<file path="config.mk">
export PLATFORM = sky130hd
export DESIGN_NAME = tcc23_ctrl
export DESIGN_NICKNAME = d
export VERILOG_FILES = /design/src/tcc23_pkg.sv /design/src/tcc23_ch_if.sv /design/src/tcc23_capture_div.sv /design/src/tcc23_channel.sv /design/src/tcc23_ctrl.sv
export SDC_FILE = /design/constraint.sdc
export NUM_CORES = 1
export LEC_CHECK = 0
export ABC_AREA = 1
export ABC_CLOCK_PERIOD_IN_PS = 4150
export BUFFER_PORTS_ARGS = -buffer_cell sky130_fd_sc_hd__buf_4
export CAP_MARGIN = 20
export CORE_MARGIN = 1.5
export CORE_UTILIZATION = 54
export DETAILED_ROUTE_END_ITERATION = 10
export PLACE_DENSITY = 0.8
export SYNTH_ARGS = -nofsm -noshare
export SYNTH_HDL_FRONTEND = slang
export SYNTH_HIERARCHICAL = 1
export SYNTH_SLANG_ARGS = --single-unit
</file>
<file path="constraint.sdc">
create_clock -name core_clk -period 4.15 [get_ports core_clk]
set_clock_uncertainty 0.05 [all_clocks]
set_input_delay 0.2075 -clock core_clk [delete_from_list [all_inputs] [get_ports core_clk]]
set_output_delay 0.2075 -clock core_clk [all_outputs]
set_load 0.1 [all_outputs]
</file>
<file path="src/tcc23_pkg.sv">
// Shared constants and types for the channel 2/3 compare control block
package tcc23_pkg;

  ////////////////////////////////////////////////////////////////////////////
  // Register map
  localparam logic [7:0]  CTL_OFFSET      = 8'h1c;      // Mode control word
  localparam logic [15:0] CTL_RESET       = 16'h0000;   // Low half reset value
  localparam logic [15:0] UPPER_RESET     = 16'h0000;   // Reserved half, reads back
  localparam int          CH2_BYTE_LSB    = 0;          // Channel 2 byte in the word
  localparam int          CH3_BYTE_LSB    = 8;          // Channel 3 byte in the word

  ////////////////////////////////////////////////////////////////////////////
  // Field positions inside one channel byte
  localparam int DIR_LSB     = 0;   // Direction select, 2 bits
  localparam int FAST_BIT    = 2;   // Compare fast enable
  localparam int SHADOW_BIT  = 3;   // Compare shadow enable
  localparam int OCS_LSB     = 4;   // Compare output select, 3 bits
  localparam int CLEAR_BIT   = 7;   // Trigger clear enable
  localparam int DIVIDER_LSB = 2;   // Capture divider, input mode overlay
  localparam int FILTER_LSB  = 4;   // Capture filter, input mode overlay

  ////////////////////////////////////////////////////////////////////////////
  // Direction codes
  localparam logic [1:0] DIR_OUTPUT = 2'h0;  // Compare output
  localparam logic [1:0] DIR_OWN    = 2'h1;  // Own filtered input
  localparam logic [1:0] DIR_OTHER  = 2'h2;  // Neighbour filtered input
  localparam logic [1:0] DIR_TRIG   = 2'h3;  // Internal trigger

  // Lock level that freezes compare settings
  localparam logic [1:0] LOCK_FULL  = 2'h3;

  ////////////////////////////////////////////////////////////////////////////
  // Compare output select codes
  localparam logic [2:0] OCS_TIMING = 3'h0;
  localparam logic [2:0] OCS_SET    = 3'h1;
  localparam logic [2:0] OCS_CLEAR  = 3'h2;
  localparam logic [2:0] OCS_TOGGLE = 3'h3;
  localparam logic [2:0] OCS_LOW    = 3'h4;
  localparam logic [2:0] OCS_HIGH   = 3'h5;
  localparam logic [2:0] OCS_PWM0   = 3'h6;
  localparam logic [2:0] OCS_PWM1   = 3'h7;

  // Counter and compare width
  localparam int CNT_W = 16;

  typedef logic [7:0]       tcc23_byte_t;   // One channel's control byte
  typedef logic [CNT_W-1:0] tcc23_cnt_t;    // Counter or compare value

endpackage

</file>
<file path="src/tcc23_ch_if.sv">
// Configuration carrier from the control register to one compare channel
interface tcc23_ch_if;
  logic [2:0]        output_select;   // Compare output select
  logic              shadow_en;       // Compare shadow enable
  logic              fast_en;         // Compare fast enable
  logic              clear_en;        // Trigger clear enable
  logic              cv_wr;           // Compare value write strobe
  tcc23_pkg::tcc23_cnt_t cv_wdata;    // Compare value write data

  // Register side drives, channel side listens
  modport ctrl (output output_select, shadow_en, fast_en, clear_en, cv_wr, cv_wdata);
  modport chan (input  output_select, shadow_en, fast_en, clear_en, cv_wr, cv_wdata);
endinterface

</file>
<file path="src/tcc23_capture_div.sv">
// Capture edge divider for one input channel
module tcc23_capture_div (
  // Clock and reset
  input  wire logic       core_clk,
  input  wire logic       srst,
  // Control
  input  wire logic       enable,
  input  wire logic [1:0] divider,
  // Edge in, capture out
  input  wire logic       edge_in,
  output logic            capture_q
);

  logic [2:0] cnt_q;   // Edges seen since last capture
  logic [2:0] limit;   // Last edge index before capture

  // Edges per capture is 1, 2, 4 or 8
  assign limit = 3'((4'h1 << divider) - 4'h1);

  // Edge counter, cleared while the channel is off
  always_ff @(posedge core_clk) begin
    if (srst || !enable) begin
      cnt_q <= 3'h0;
    end else if (edge_in) begin
      cnt_q <= (cnt_q >= limit) ? 3'h0 : 3'(cnt_q + 3'h1);
    end
  end

  // Capture pulse on the edge that closes a group
  always_ff @(posedge core_clk) begin
    if (srst || !enable) begin
      capture_q <= 1'b0;
    end else begin
      capture_q <= edge_in && (cnt_q >= limit);
    end
  end

  a_div_off_clear: assert property (@(posedge core_clk) disable iff (srst)
    !enable |=> (cnt_q == 3'h0) && !capture_q)
    else $error("divider not cleared while disabled");

endmodule

</file>
<file path="src/tcc23_channel.sv">
// Compare reference generator for one channel, with shadowed compare value
module tcc23_channel (
  // Clock and reset
  input  wire logic                  core_clk,
  input  wire logic                  srst,
  // Configuration
  tcc23_ch_if.chan                   cfg,
  // Counter and events
  input  wire tcc23_pkg::tcc23_cnt_t count_value,
  input  wire logic                  count_down,
  input  wire logic                  update_event,
  input  wire logic                  trigger_edge,
  input  wire logic                  ext_trig,
  // Reference out
  output logic                       ref_q
);

  tcc23_pkg::tcc23_cnt_t shadow_q;   // Written compare value
  tcc23_pkg::tcc23_cnt_t active_q;   // Value the comparator uses
  logic [2:0] mode_prev_q;           // Mode seen last cycle
  logic       cmp_prev_q;            // Comparison result last cycle
  logic       eq, lt, gt, cmp_res, pwm0, clr, ref_d;

  assign eq      = count_value == active_q;
  assign lt      = count_value < active_q;
  assign gt      = count_value > active_q;
  assign cmp_res = count_down ? gt : lt;
  assign pwm0    = count_down ? !gt : lt;
  assign clr     = cfg.clear_en && ext_trig;

  // Shadow copy always takes the write
  always_ff @(posedge core_clk) begin
    if (srst) shadow_q <= '0;
    else if (cfg.cv_wr) shadow_q <= cfg.cv_wdata;
  end

  // Active value: direct write, or load at update when shadowed
  always_ff @(posedge core_clk) begin
    if (srst) active_q <= '0;
    else if (cfg.cv_wr && !cfg.shadow_en) active_q <= cfg.cv_wdata;
    else if (update_event && cfg.shadow_en) active_q <= shadow_q;
  end

  // History for the PWM change rule
  always_ff @(posedge core_clk) begin
    if (srst) begin
      mode_prev_q <= tcc23_pkg::OCS_TIMING;
      cmp_prev_q  <= 1'b0;
    end else begin
      mode_prev_q <= cfg.output_select;
      cmp_prev_q  <= cmp_res;
    end
  end

  // Next reference level; clear on trigger beats every mode
  always_comb begin
    ref_d = ref_q;
    if (clr) begin
      ref_d = 1'b0;
    end else begin
      case (cfg.output_select)
        tcc23_pkg::OCS_TIMING: ref_d = ref_q;
        tcc23_pkg::OCS_SET:    if (eq) ref_d = 1'b1;
        tcc23_pkg::OCS_CLEAR:  if (eq) ref_d = 1'b0;
        tcc23_pkg::OCS_TOGGLE: if (eq) ref_d = !ref_q;
        tcc23_pkg::OCS_LOW:    ref_d = 1'b0;
        tcc23_pkg::OCS_HIGH:   ref_d = 1'b1;
        tcc23_pkg::OCS_PWM0, tcc23_pkg::OCS_PWM1: begin
          // Fast path: trigger edge acts as the match
          if (cfg.fast_en && trigger_edge) begin
            ref_d = cfg.output_select[0];
          end else if (mode_prev_q == tcc23_pkg::OCS_TIMING ||
                       mode_prev_q[2:1] == 2'b11 || cmp_res != cmp_prev_q) begin
            ref_d = cfg.output_select[0] ? !pwm0 : pwm0;
          end
        end
        default: ref_d = ref_q;
      endcase
    end
  end

  // Reference register
  always_ff @(posedge core_clk) begin
    if (srst) ref_q <= 1'b0;
    else ref_q <= ref_d;
  end

  a_clear_forces_low: assert property (@(posedge core_clk) disable iff (srst)
    clr |=> !ref_q)
    else $error("reference not cleared by trigger");
  a_timing_holds: assert property (@(posedge core_clk) disable iff (srst)
    (cfg.output_select == tcc23_pkg::OCS_TIMING) && !clr |=> $stable(ref_q))
    else $error("reference moved in timing mode");
  a_toggle_match: assert property (@(posedge core_clk) disable iff (srst)
    (cfg.output_select == tcc23_pkg::OCS_TOGGLE) && eq && !clr |=> ref_q != $past(ref_q))
    else $error("toggle on match missed");
  a_force_high: assert property (@(posedge core_clk) disable iff (srst)
    (cfg.output_select == tcc23_pkg::OCS_HIGH) && !clr |=> ref_q)
    else $error("force high not held");
  a_shadow_load: assert property (@(posedge core_clk) disable iff (srst)
    cfg.shadow_en && update_event && !cfg.cv_wr |=> active_q == $past(shadow_q))
    else $error("shadow not loaded at update");
  a_fast_match: assert property (@(posedge core_clk) disable iff (srst)
    (cfg.output_select == tcc23_pkg::OCS_PWM1) && cfg.fast_en && trigger_edge && !clr
    |=> ref_q)
    else $error("fast trigger did not act as match");

endmodule

</file>
<file path="src/tcc23_ctrl.sv">
// Channel 2/3 mode control register with compare and capture routing
//
// Function
// - Channel 3 direction picks output or input source.
// - Channel 2 direction picks output or input source.
// - Direction writable only while channel disabled.
// - Clear enable drives reference low on trigger.
// - Reference active high; pins take polarity bits.
// - Timing mode holds the reference level.
// - Match sets, clears or toggles the reference.
// - Force low and force high modes.
// - PWM mode 0 level versus counter direction.
// - PWM mode 1 level versus counter direction.
// - PWM level follows the compare every cycle after timing or any PWM mode, same one included; after other modes only on compare change.
// - Full lock freezes compare select and shadow bits of a channel in output direction.
// - Shadowed compare value loads at update event.
// - Fast enable treats trigger edge as match in PWM modes.
// - Channel 3 fields behave like channel 2.
// - Capture divider groups 1, 2, 4 or 8 edges.
module tcc23_ctrl (
  // Clock and reset
  input  wire logic                  core_clk,
  input  wire logic                  srst,
  // Register port
  input  wire logic                  reg_wr_en,
  input  wire logic                  reg_rd_en,
  input  wire logic                  reg_word,
  input  wire logic [7:0]            reg_addr,
  input  wire logic [31:0]           reg_wdata,
  output logic [31:0]                reg_rdata_q,
  output logic                       reg_rvalid_q,
  // Neighbouring register fields
  input  wire logic                  ch2_channel_enable,
  input  wire logic                  ch3_channel_enable,
  input  wire logic                  ch2_main_output_polarity,
  input  wire logic                  ch2_complement_output_polarity,
  input  wire logic                  ch3_main_output_polarity,
  input  wire logic [1:0]            write_lock_level,
  // Compare value writes
  input  wire logic                  ch2_compare_value_wr,
  input  wire logic                  ch3_compare_value_wr,
  input  wire tcc23_pkg::tcc23_cnt_t compare_value_wdata,
  // Counter and events
  input  wire tcc23_pkg::tcc23_cnt_t timer_count_value,
  input  wire logic                  count_down,
  input  wire logic                  update_event,
  input  wire logic                  trigger_edge,
  input  wire logic                  filtered_external_trigger,
  // Filtered input edges
  input  wire logic                  ch2_filtered_input_to_ch2,
  input  wire logic                  ch3_filtered_input_to_ch2,
  input  wire logic                  ch3_filtered_input_to_ch3,
  input  wire logic                  ch2_filtered_input_to_ch3,
  input  wire logic                  internal_trigger_input,
  // Channel outputs
  output logic                       ch2_output_reference,
  output logic                       ch3_output_reference,
  output logic                       ch2_main_output_q,
  output logic                       ch2_complement_output_q,
  output logic                       ch3_main_output_q,
  // Capture path outputs
  output logic                       ch2_input_source_q,
  output logic                       ch3_input_source_q,
  output logic                       ch2_capture_q,
  output logic                       ch3_capture_q,
  output logic [3:0]                 ch2_capture_filter_q,
  output logic [3:0]                 ch3_capture_filter_q
);

  ////////////////////////////////////////////////////////////////////////////
  // Control word storage

  tcc23_pkg::tcc23_byte_t ch2_q;   // Channel 2 control byte
  tcc23_pkg::tcc23_byte_t ch3_q;   // Channel 3 control byte
  logic                   ctl_wr;  // Accepted word write
  logic [1:0]             ch2_direction_select;
  logic [1:0]             ch3_direction_select;

  // Narrow accesses are dropped rather than merged, so a byte store never
  // leaves half a field behind
  assign ctl_wr = reg_wr_en && reg_word && (reg_addr == tcc23_pkg::CTL_OFFSET);

  assign ch2_direction_select = ch2_q[tcc23_pkg::DIR_LSB +: 2];
  assign ch3_direction_select = ch3_q[tcc23_pkg::DIR_LSB +: 2];

  // Merge a write into one channel byte under the enable and lock gates
  function automatic tcc23_pkg::tcc23_byte_t merge_byte(
    input tcc23_pkg::tcc23_byte_t old_b,
    input tcc23_pkg::tcc23_byte_t new_b,
    input logic                   chan_en,
    input logic [1:0]             lock);
    tcc23_pkg::tcc23_byte_t res;
    logic                   frozen;
    res    = new_b;
    frozen = (lock == tcc23_pkg::LOCK_FULL) &&
             (old_b[tcc23_pkg::DIR_LSB +: 2] == tcc23_pkg::DIR_OUTPUT);
    // Direction sticks while the channel runs
    if (chan_en) begin
      res[tcc23_pkg::DIR_LSB +: 2] = old_b[tcc23_pkg::DIR_LSB +: 2];
    end
    // Locked output channel keeps its compare select and shadow bits
    if (frozen) begin
      res[tcc23_pkg::OCS_LSB +: 3]  = old_b[tcc23_pkg::OCS_LSB +: 3];
      res[tcc23_pkg::SHADOW_BIT]    = old_b[tcc23_pkg::SHADOW_BIT];
    end
    return res;
  endfunction

  // Channel 2 byte
  always_ff @(posedge core_clk) begin
    if (srst) begin
      ch2_q <= tcc23_pkg::CTL_RESET[tcc23_pkg::CH2_BYTE_LSB +: 8];
    end else if (ctl_wr) begin
      ch2_q <= merge_byte(ch2_q, reg_wdata[tcc23_pkg::CH2_BYTE_LSB +: 8],
                          ch2_channel_enable, write_lock_level);
    end
  end

  // Channel 3 byte, same gating as channel 2
  always_ff @(posedge core_clk) begin
    if (srst) begin
      ch3_q <= tcc23_pkg::CTL_RESET[tcc23_pkg::CH3_BYTE_LSB +: 8];
    end else if (ctl_wr) begin
      ch3_q <= merge_byte(ch3_q, reg_wdata[tcc23_pkg::CH3_BYTE_LSB +: 8],
                          ch3_channel_enable, write_lock_level);
    end
  end

  ////////////////////////////////////////////////////////////////////////////
  // Read side

  // Reserved half reads as its reset value; unmapped reads give zero
  always_ff @(posedge core_clk) begin
    if (srst) begin
      reg_rdata_q  <= 32'h0000_0000;
      reg_rvalid_q <= 1'b0;
    end else begin
      reg_rvalid_q <= reg_rd_en;
      if (reg_rd_en && reg_addr == tcc23_pkg::CTL_OFFSET) begin
        reg_rdata_q <= {tcc23_pkg::UPPER_RESET, ch3_q, ch2_q};
      end else begin
        reg_rdata_q <= 32'h0000_0000;
      end
    end
  end

  ////////////////////////////////////////////////////////////////////////////
  // Compare channels

  tcc23_ch_if ch2_cfg ();
  tcc23_ch_if ch3_cfg ();

  // Fields are only meaningful in output mode; in input mode the same bits
  // are the filter and divider, so the compare engine is parked in timing
  assign ch2_cfg.output_select = (ch2_direction_select == tcc23_pkg::DIR_OUTPUT) ?
                                 ch2_q[tcc23_pkg::OCS_LSB +: 3] : tcc23_pkg::OCS_TIMING;
  assign ch2_cfg.shadow_en     = ch2_q[tcc23_pkg::SHADOW_BIT];
  assign ch2_cfg.fast_en       = ch2_q[tcc23_pkg::FAST_BIT];
  assign ch2_cfg.clear_en      = ch2_q[tcc23_pkg::CLEAR_BIT] &&
                                 (ch2_direction_select == tcc23_pkg::DIR_OUTPUT);
  assign ch2_cfg.cv_wr         = ch2_compare_value_wr;
  assign ch2_cfg.cv_wdata      = compare_value_wdata;

  assign ch3_cfg.output_select = (ch3_direction_select == tcc23_pkg::DIR_OUTPUT) ?
                                 ch3_q[tcc23_pkg::OCS_LSB +: 3] : tcc23_pkg::OCS_TIMING;
  assign ch3_cfg.shadow_en     = ch3_q[tcc23_pkg::SHADOW_BIT];
  assign ch3_cfg.fast_en       = ch3_q[tcc23_pkg::FAST_BIT];
  assign ch3_cfg.clear_en      = ch3_q[tcc23_pkg::CLEAR_BIT] &&
                                 (ch3_direction_select == tcc23_pkg::DIR_OUTPUT);
  assign ch3_cfg.cv_wr         = ch3_compare_value_wr;
  assign ch3_cfg.cv_wdata      = compare_value_wdata;

  // Channel 2 reference
  tcc23_channel u_ch2 (
    .core_clk     (core_clk),
    .srst         (srst),
    .cfg          (ch2_cfg),
    .count_value  (timer_count_value),
    .count_down   (count_down),
    .update_event (update_event),
    .trigger_edge (trigger_edge),
    .ext_trig     (filtered_external_trigger),
    .ref_q        (ch2_output_reference)
  );

  // Channel 3 reference, identical engine
  tcc23_channel u_ch3 (
    .core_clk     (core_clk),
    .srst         (srst),
    .cfg          (ch3_cfg),
    .count_value  (timer_count_value),
    .count_down   (count_down),
    .update_event (update_event),
    .trigger_edge (trigger_edge),
    .ext_trig     (filtered_external_trigger),
    .ref_q        (ch3_output_reference)
  );

  // Pin levels: polarity bit set means active low
  always_ff @(posedge core_clk) begin
    if (srst) begin
      ch2_main_output_q       <= 1'b0;
      ch2_complement_output_q <= 1'b0;
      ch3_main_output_q       <= 1'b0;
    end else begin
      ch2_main_output_q       <= ch2_output_reference ^ ch2_main_output_polarity;
      ch2_complement_output_q <= !ch2_output_reference ^ ch2_complement_output_polarity;
      ch3_main_output_q       <= ch3_output_reference ^ ch3_main_output_polarity;
    end
  end

  ////////////////////////////////////////////////////////////////////////////
  // Input routing and capture division

  logic ch2_sel;   // Selected edge for channel 2
  logic ch3_sel;   // Selected edge for channel 3

  // Output mode routes nothing into the capture path
  always_comb begin
    case (ch2_direction_select)
      tcc23_pkg::DIR_OWN:   ch2_sel = ch2_filtered_input_to_ch2;
      tcc23_pkg::DIR_OTHER: ch2_sel = ch3_filtered_input_to_ch2;
      tcc23_pkg::DIR_TRIG:  ch2_sel = internal_trigger_input;
      default:              ch2_sel = 1'b0;
    endcase
  end

  always_comb begin
    case (ch3_direction_select)
      tcc23_pkg::DIR_OWN:   ch3_sel = ch3_filtered_input_to_ch3;
      tcc23_pkg::DIR_OTHER: ch3_sel = ch2_filtered_input_to_ch3;
      tcc23_pkg::DIR_TRIG:  ch3_sel = internal_trigger_input;
      default:              ch3_sel = 1'b0;
    endcase
  end

  // Registered source and filter setting for the neighbouring capture unit
  always_ff @(posedge core_clk) begin
    if (srst) begin
      ch2_input_source_q   <= 1'b0;
      ch3_input_source_q   <= 1'b0;
      ch2_capture_filter_q <= 4'h0;
      ch3_capture_filter_q <= 4'h0;
    end else begin
      ch2_input_source_q   <= ch2_sel;
      ch3_input_source_q   <= ch3_sel;
      ch2_capture_filter_q <= ch2_q[tcc23_pkg::FILTER_LSB +: 4];
      ch3_capture_filter_q <= ch3_q[tcc23_pkg::FILTER_LSB +: 4];
    end
  end

  // Channel 2 divider runs only as an enabled input
  tcc23_capture_div u_ch2_div (
    .core_clk  (core_clk),
    .srst      (srst),
    .enable    (ch2_channel_enable && ch2_direction_select != tcc23_pkg::DIR_OUTPUT),
    .divider   (ch2_q[tcc23_pkg::DIVIDER_LSB +: 2]),
    .edge_in   (ch2_sel),
    .capture_q (ch2_capture_q)
  );

  // Channel 3 divider
  tcc23_capture_div u_ch3_div (
    .core_clk  (core_clk),
    .srst      (srst),
    .enable    (ch3_channel_enable && ch3_direction_select != tcc23_pkg::DIR_OUTPUT),
    .divider   (ch3_q[tcc23_pkg::DIVIDER_LSB +: 2]),
    .edge_in   (ch3_sel),
    .capture_q (ch3_capture_q)
  );

  ////////////////////////////////////////////////////////////////////////////
  // Checks

  a_dir_enabled_lock: assert property (@(posedge core_clk) disable iff (srst)
    ctl_wr && ch2_channel_enable |=> ch2_direction_select == $past(ch2_direction_select))
    else $error("direction changed while channel enabled");
  a_dir3_enabled_lock: assert property (@(posedge core_clk) disable iff (srst)
    ctl_wr && ch3_channel_enable |=> ch3_direction_select == $past(ch3_direction_select))
    else $error("channel 3 direction changed while enabled");
  a_own_route: assert property (@(posedge core_clk) disable iff (srst)
    ch3_direction_select == tcc23_pkg::DIR_OWN |=>
    ch3_input_source_q == $past(ch3_filtered_input_to_ch3))
    else $error("own input not routed to channel 3");
  a_full_lock_ctl: assert property (@(posedge core_clk) disable iff (srst)
    ctl_wr && write_lock_level == tcc23_pkg::LOCK_FULL &&
    ch3_direction_select == tcc23_pkg::DIR_OUTPUT |=> ch3_q[6:3] == $past(ch3_q[6:3]))
    else $error("locked compare fields changed");
  a_narrow_ignored: assert property (@(posedge core_clk) disable iff (srst)
    reg_wr_en && !reg_word |=> $stable(ch2_q) && $stable(ch3_q))
    else $error("narrow write changed the register");
  a_trig_route: assert property (@(posedge core_clk) disable iff (srst)
    ch2_direction_select == tcc23_pkg::DIR_TRIG |=>
    ch2_input_source_q == $past(internal_trigger_input))
    else $error("trigger not routed to channel 2");
  a_pin_polarity: assert property (@(posedge core_clk) disable iff (srst)
    1'b1 |=> ch2_main_output_q == ($past(ch2_output_reference) ^
                                   $past(ch2_main_output_polarity)))
    else $error("main output polarity wrong");

endmodule

</file>
==> flow_summary_export.csv, run 1 <==
group,metric,value,unit
sta,layout_setup_ws,2.026,ns
grt,grt_usage,24.28,%
yosys,synth_top_area_cell,"dfxtp_1",
finish,multiInputGateArea,3073,sq um
yosys,yosys.area_share.simple,26.26,%
finish,nFillCells,954,
setup_path,crit_path_max_fanout,31,
clock_network,cts_sinks,128,
yosys,async_reset_ff_share,0,%
power,pwr-share-comb,13.4,%
sta,grt_setup_unrepaired,"false",
placement,io_buffers,112,
floorplan,die-width,111.1,microns
setup_path,worstPathArrival,2.40,ns
yosys,synth_area_leaders,"dfxtp_1 41%, nor2_1 9.0%, nand2_1 8.6%",
hold_path,whs_endpoint,"ch3_q[7]",
sta,final.setup.tns,0,ns
sta,slew_headroom,44.32,%
finish,final_area,7749,sq um
finish,area_growth,22.90,%
yosys,ys_seq_area_share,40.64,%
sta,hold_violations,0,
sta,fmax,470.8,MHz
yosys,synth_top_family_by_area,"simple AND/OR/NAND/NOR gates",
clock_network,ctsResizeCount,0,
finish,diodes,0,
job,maxCapViolCount,0,
hold_path,holdCritStartpoint,"reg_wdata[15]",
clock_network,clock_latency,0.41,ns
finish,nNetsFinal,1109,
grt,grt_pass1_vias,5168,
detailed_routing,drc_errors,0,
detailed_routing,vias,5736,
sta,drv_slew,0,
setup_path,cpPeakStageDelay,0.49,ns
yosys,synth_flop_cell,"dfxtp_1",
yosys,synth_top_area_share,40.64,%
power,power_frac_clock,44.3,%
setup_path,end_kind,"flop",
detailed_routing,via_per_inst,5.081,
clock_network,root_buffer,"clkbuf_16",
power,seqPwrFrac,42.3,%
setup_path,ff2ff_path_depth,5,
floorplan,die_h,111.1,microns
placement,dp_slack,2.025,ns
setup_path,slowest_stage,"nand2_2",
setup_path,crit_path_start,"ch2_q[3]",
clock_network,cts_tree,"built",
yosys,synth_fa_ha_area_share,7.938,%
yosys,synth-compound-area-share,12.07,%
clock_network,htree_num_levels,4,
setup_path,reg2reg_slack,2.03,ns
power,netSwitchingPower,840.9,uW
yosys,synth.cells.most_frequent,"151 x nor2_1, 145 x nand2_1, 128 x dfxtp_1",
hold_path,hold_depth,3,
sta,setup_viol,0,
placement,dp_hpwl,10320,microns
sta,tightest_slew,0.8342,ns
yosys,synth_edf_count,0,
setup_path,cp.required,4.43,ns
power,ir_worst_vdd,0.2514,mV
power,powerDensity,398.1,nW/um^2
setup_path,r2r_start,"ch2_q[3]",
detailed_routing,drt_iter0_drc,565,
floorplan,core,11420,sq um
floorplan,top_level_ports,145,
grt,grt_start_max_net_pins,34,
yosys,synth.avg_cell_area,7.323,sq um
setup_path,crit_type,"flop to flop",
yosys,ys_ff_latch,128,
detailed_routing,totalWireLength,14840,microns
yosys,synth_cell_types,36,
yosys,synthMuxAreaShare,0.3175,%
clock_network,cts_buffers,17,
setup_path,cp_cell_sequence,"nor2_4 > inv_2 > nand2_2 > o21ai_0 > a31oi_1",
clock_network,clkTransAtPathRegs,0.06,ns
grt,antenna_found_initial,0,
clock_network,clk_path_buf_depth,2,
placement,place_area,7113,sq um
grt,grt_pass1_wl,24070,microns
power,intPower,2244,uW
yosys,synth_cells,861,
detailed_routing,antenna_left,0,
hold_path,hold_path.class,"input port to flop",
floorplan,die-area,12330,sq um
floorplan,start_util,55.22,%
grt,grt_overflow_total,0,
setup_path,rr_endpoint,"u_ch2/active_q[14]",
detailed_routing,first_pass_iters,6,
placement,gp_congestion,0.8315,
yosys,syn_area,6305,sq um
detailed_routing,wl_per_cell,13.14,microns
sta,period_share,51.18,%
floorplan,num_rows,39,
outcome,status,"finished, final reports clean",
setup_path,start_kind,"flop",
yosys,post-synth-top-count-cell,"nor2_1",
clock_network,post-cts-setup-buffers,0,
power,switching_share,27.26,%
finish,drive_gt1_share,19.88,%
sta,holdWs,0.01456,ns
power,p_leak,0.003593,uW
sta,period_needed,2.124,ns
yosys,yosys_warnings,6,
yosys,synth_xor_area_share,1.211,%
finish,final-seq-area,2562,sq um
## how the worst max path moves through the flow
stage / slack (ns) / to
3_5_place_dp: 2.02 / u_ch2/active_q[14]
2_1_floorplan: 2.44 / u_ch2/ref_q
4_1_cts: 2.12 / u_ch2/active_q[14]
6_report: 2.03 / u_ch2/active_q[14]
5_1_grt: 1.95 / u_ch2/active_q[8]
3_3_place_gp: 2.09 / u_ch2/active_q[15]
## per-layer routing
metal,global-route usage (%),wire length (microns),vias up
met5,0,0,-
met3,5.467,914,15
met4,7.679,190,0
met2,38.60,6843,204
met1,32.95,6889,2583
li1,-,-,2934
## cells in the final DEF, fill, tap and decap left out, drive strengths merged
master and count:
ha 40, o21ai 78, bufinv 1, dlygate4sd3 9, or2 2, xor2 1
nand2 164, conb 16, nor3 4, a21oi 30, a211oi 2, inv 124
xnor2 6, clkinv 7, a21o 2, nand3 27, clkinvlp 2, buf 112
clkbuf 19, mux2i 2, dfxtp 128, nand4 16, nor2 166, a31oi 28
## kinds of logic after synthesis
logic type,count (synthesis)
AO/OA/AOI/OAI,140
XOR/XNOR,7
adder cells (fa/ha/maj),40
buffers and inverters,164
flip-flops,128
multiplexers,2
other,1
AND/OR/NAND/NOR,379
## sequential cells by signal, indices dropped and copies added, names as in the netlist, 3 cells and up
| register | cells |
|---|---|
| u_ch2/shadow_q | 16 |
| u_ch3/mode_prev_q | 3 |
| u_ch3_div/cnt_q | 3 |
| ch3_q | 8 |
| u_ch2_div/cnt_q | 3 |
| reg_rdata_q | 16 |
| u_ch3/shadow_q | 16 |
| u_ch2/active_q | 16 |
| ch3_capture_filter_q | 4 |
| ch2_capture_filter_q | 4 |
| ch2_q | 8 |
| u_ch2/mode_prev_q | 3 |
| u_ch3/active_q | 16 |
## power groups by stage
stage               combinational [uW]  clock, uW  sequential [uW]
global placement                   391          0             1330
finish                             413       1370             1300
CTS                                410       1390             1300
global route                       458       1440             1310
floorplan                          280          0             1340
detailed placement                 399          0             1330
## final cells by class
| cell class | count | share of cell area, % |
|---|---|---|
| multi-input cells | 584 | 39.66 |
| flip-flops and latches | 128 | 33.07 |
| repair buffers | 121 | 12.01 |
| inverters | 122 | 5.910 |
| clock buffers | 19 | 5.587 |
| well taps | 143 | 2.309 |
| clock inverters | 12 | 1.453 |
## critical path, delay by kind of cell (launching register included)
family	cells	cell delay (ns)
AO/OA/AOI/OAI	2	0.40
AND/OR/NAND/NOR	2	0.92
flip-flops	1	0.42
buffers and inverters	1	0.25
## through the flow
stage,instances,power [uW],utilization [%]
2_1_floorplan,876,1615,-
3_3_place_gp,1089,1718,62.29
3_5_place_dp,1089,1727,62.29
4_1_cts,1129,3098,67.86
5_1_grt,1129,3209,67.86
6_report,1129,3085,67.86
## what timing repair did
action	CTS	global route
hold buffers	9	0
endpoints found under the hold margin	10	0
endpoints found under the setup margin	0	0
Note: power is estimated with default switching activity, not from simulation.
==> inputs of run 2 (changes only) <==
--- a/config.mk
+++ b/config.mk
@@ -6,7 +6,7 @@
 export NUM_CORES = 1
 export LEC_CHECK = 0
 export ABC_AREA = 1
-export ABC_CLOCK_PERIOD_IN_PS = 4150
+export ABC_CLOCK_PERIOD_IN_PS = 2050
 export BUFFER_PORTS_ARGS = -buffer_cell sky130_fd_sc_hd__buf_4
 export CAP_MARGIN = 20
 export CORE_MARGIN = 1.5
==> constraint.sdc (replaced) <==
create_clock -name core_clk -period 2.05 [get_ports core_clk]
set_clock_uncertainty 0.05 [all_clocks]
set_input_delay 0.1025 -clock core_clk [delete_from_list [all_inputs] [get_ports core_clk]]
set_output_delay 0.1025 -clock core_clk [all_outputs]
set_load 0.1 [all_outputs]
==> run 2 against run 1 <==
Combinational power rose by 130%. Via count rose by 5.8%. Core utilization is 6.9 points higher. Wire length grew 13%. Clock-buffer cell count did not move. Flip-flop and latch count unchanged.
==> flow_summary_export.csv, run 2 (synthesized netlist as in run 1, its figures left out) <==
group,metric,value,unit
clock_network,clkTransAtPathRegs,0.06,ns
power,switching_share,24.31,%
finish,nFillCells,801,
setup_path,end_kind,"flop",
sta,setup_viol,0,
clock_network,root_buffer,"clkbuf_16",
floorplan,top_level_ports,145,
grt,grt_overflow_total,0,
setup_path,crit_path_start,"u_ch2/active_q[9]",
sta,fmax,504.1,MHz
clock_network,cts_tree,"built",
grt,grt_start_max_net_pins,32,
finish,nNetsFinal,1167,
power,intPower,5389,uW
hold_path,hold_path.class,"input port to flop",
finish,drive_gt1_share,22.78,%
setup_path,r2r_start,"u_ch2/active_q[9]",
setup_path,crit_type,"flop to flop",
sta,hold_violations,0,
job,maxCapViolCount,0,
sta,tightest_slew,0.5213,ns
outcome,status,"finished, final reports clean",
detailed_routing,vias,6066,
placement,gp_congestion,0.8277,
grt,grtUsageMet1,35.93,%
power,seqPwrFrac,37.1,%
setup_path,cpPeakStageDelay,0.33,ns
finish,final_area,8536,sq um
detailed_routing,wl_per_cell,14.04,microns
grt,grt_pass1_vias,5575,
setup_path,slowest_stage,"dfxtp_2",
detailed_routing,antenna_left,0,
floorplan,die-width,111.1,microns
power,netSwitchingPower,1731,uW
floorplan,core,11420,sq um
setup_path,worstPathArrival,2.24,ns
placement,place_area,7273,sq um
setup_path,start_kind,"flop",
sta,final.setup.tns,0,ns
sta,period_needed,1.984,ns
power,power,7121,uW
detailed_routing,first_pass_iters,8,
grt,grtUsageMet2,42.80,%
power,powerDensity,834.2,nW/um^2
detailed_routing,drt_iter0_drc,642,
setup_path,crit_path_max_fanout,3,
grt,grt_usage,26.92,%
power,p_leak,0.003965,uW
grt,gr-max-usage-layer,"met2",
finish,final_cell_mix,"148 x nor2_1, 142 x nand2_1, 129 x buf_4",
setup_path,cp_cell_sequence,"inv_1 > ha_1 > nand4_1 > nor3_2 > nand3_1 > nand2_2 > nand2_2 > nand2_2 > nand2_1 > nand3_1 > nand2_2 > nor2_2 > nor2_2",
finish,area_growth,35.38,%
floorplan,start_util,55.22,%
placement,dp_hpwl,10740,microns
clock_network,clock_latency,0.42,ns
clock_network,clk_path_buf_depth,2,
setup_path,cp.required,2.31,ns
power,ir_worst_vdd,0.7362,mV
floorplan,num_rows,39,
finish,final_common_cell,"nor2_1",
floorplan,die-area,12330,sq um
finish,utilization,74.75,%
grt,grt_util_met3,5.194,%
clock_network,htree_num_levels,4,
detailed_routing,totalWireLength,16700,microns
grt,grt_pass1_wl,26590,microns
sta,period_share,96.77,%
sta,drv_slew,0,
floorplan,die_h,111.1,microns
grt,antenna_found_initial,1,
detailed_routing,drc_errors,0,
clock_network,cts_buffers,17,
placement,io_buffers,112,
hold_path,holdCritStartpoint,"ch3_compare_value_wr",
power,pwr-share-comb,13.1,%
sta,slew_headroom,65.12,%
clock_network,cts_sinks,128,
detailed_routing,via_per_inst,5.102,
power,power_frac_clock,49.8,%
setup_path,cp_common_cell,"nand2_2",
sta,grt_setup_unrepaired,"true",
==> run 2: cell count changes in the layout (fill, tap and decap cells not counted), sizes merged <==
cell,previous run,this run
inv,124,121
dlygate4sd3,9,48
bufinv,1,7
clkinvlp,2,0
buf,112,131
diode,0,1
==> run 2: power groups by stage <==
stage	registers, uW	logic (uW)	clock network, uW
after floorplan	2700	567	0
after global placement	2680	818	0
after detailed placement	2690	833	0
after CTS	2640	905	3580
after global routing	2650	1030	3690
final	2640	936	3540
==> run 2: repair_timing <==
action | 4_1_cts | 5_1_grt
resized for setup | 0 | 21
hold buffers | 48 | 0
setup endpoints to repair | 0 | 2
hold endpoints to repair | 88 | 0
buffers inserted | 0 | 1
==> run 2: metal layers <==
metal  wire [microns]  vias to the layer above
li1                 -                     3061
met1             7544                     2752
met2             7796                      220
met3              950                       33
met4              408                        0
met5                0                        -
==> run 2: critical path: cells and delay by family (launching register included) <==
| family | cells | cell delay (ns) |
|---|---|---|
| simple gates | 11 | 1.17 |
| buf+inv | 1 | 0.04 |
| flops | 1 | 0.33 |
| fa+ha+maj | 1 | 0.29 |
==> run 2: final cells by class <==
cell class              instances  area, sq um  area share, %
diodes                          1        2.502        0.02932
clock buffers                  19        442.9          5.189
clock inverters                13        259.0          3.034
inverters                     122        457.9          5.365
multi-input cells             584         3133          36.70
flip-flops and latches        128         2572          30.14
well taps                     143        178.9          2.096
repair buffers                179         1489          17.44
==> run 2: through the flow <==
stage                     hold WS [ns]  setup slack, ns  std cells
after floorplan                 0.1239           0.3433        876
after global placement          0.2898           0.1465       1107
after detailed placement        0.2906           0.1082       1107
after CTS                      0.01493          0.09011       1187
after global routing           0.04926         -0.09447       1189
final                          0.03978          0.06628       1189
==> run 2: final timing paths <==
path / end / slack (ns) / depth (start not counted)
setup reg to reg: u_ch2/ref_q / 0.07 / 13
setup / recovery: u_ch2/ref_q / 0.07 / 13
hold reg to reg: u_ch2/shadow_q[1] / 0.40 / 2
hold / removal: u_ch3/shadow_q[0] / 0.04 / 3
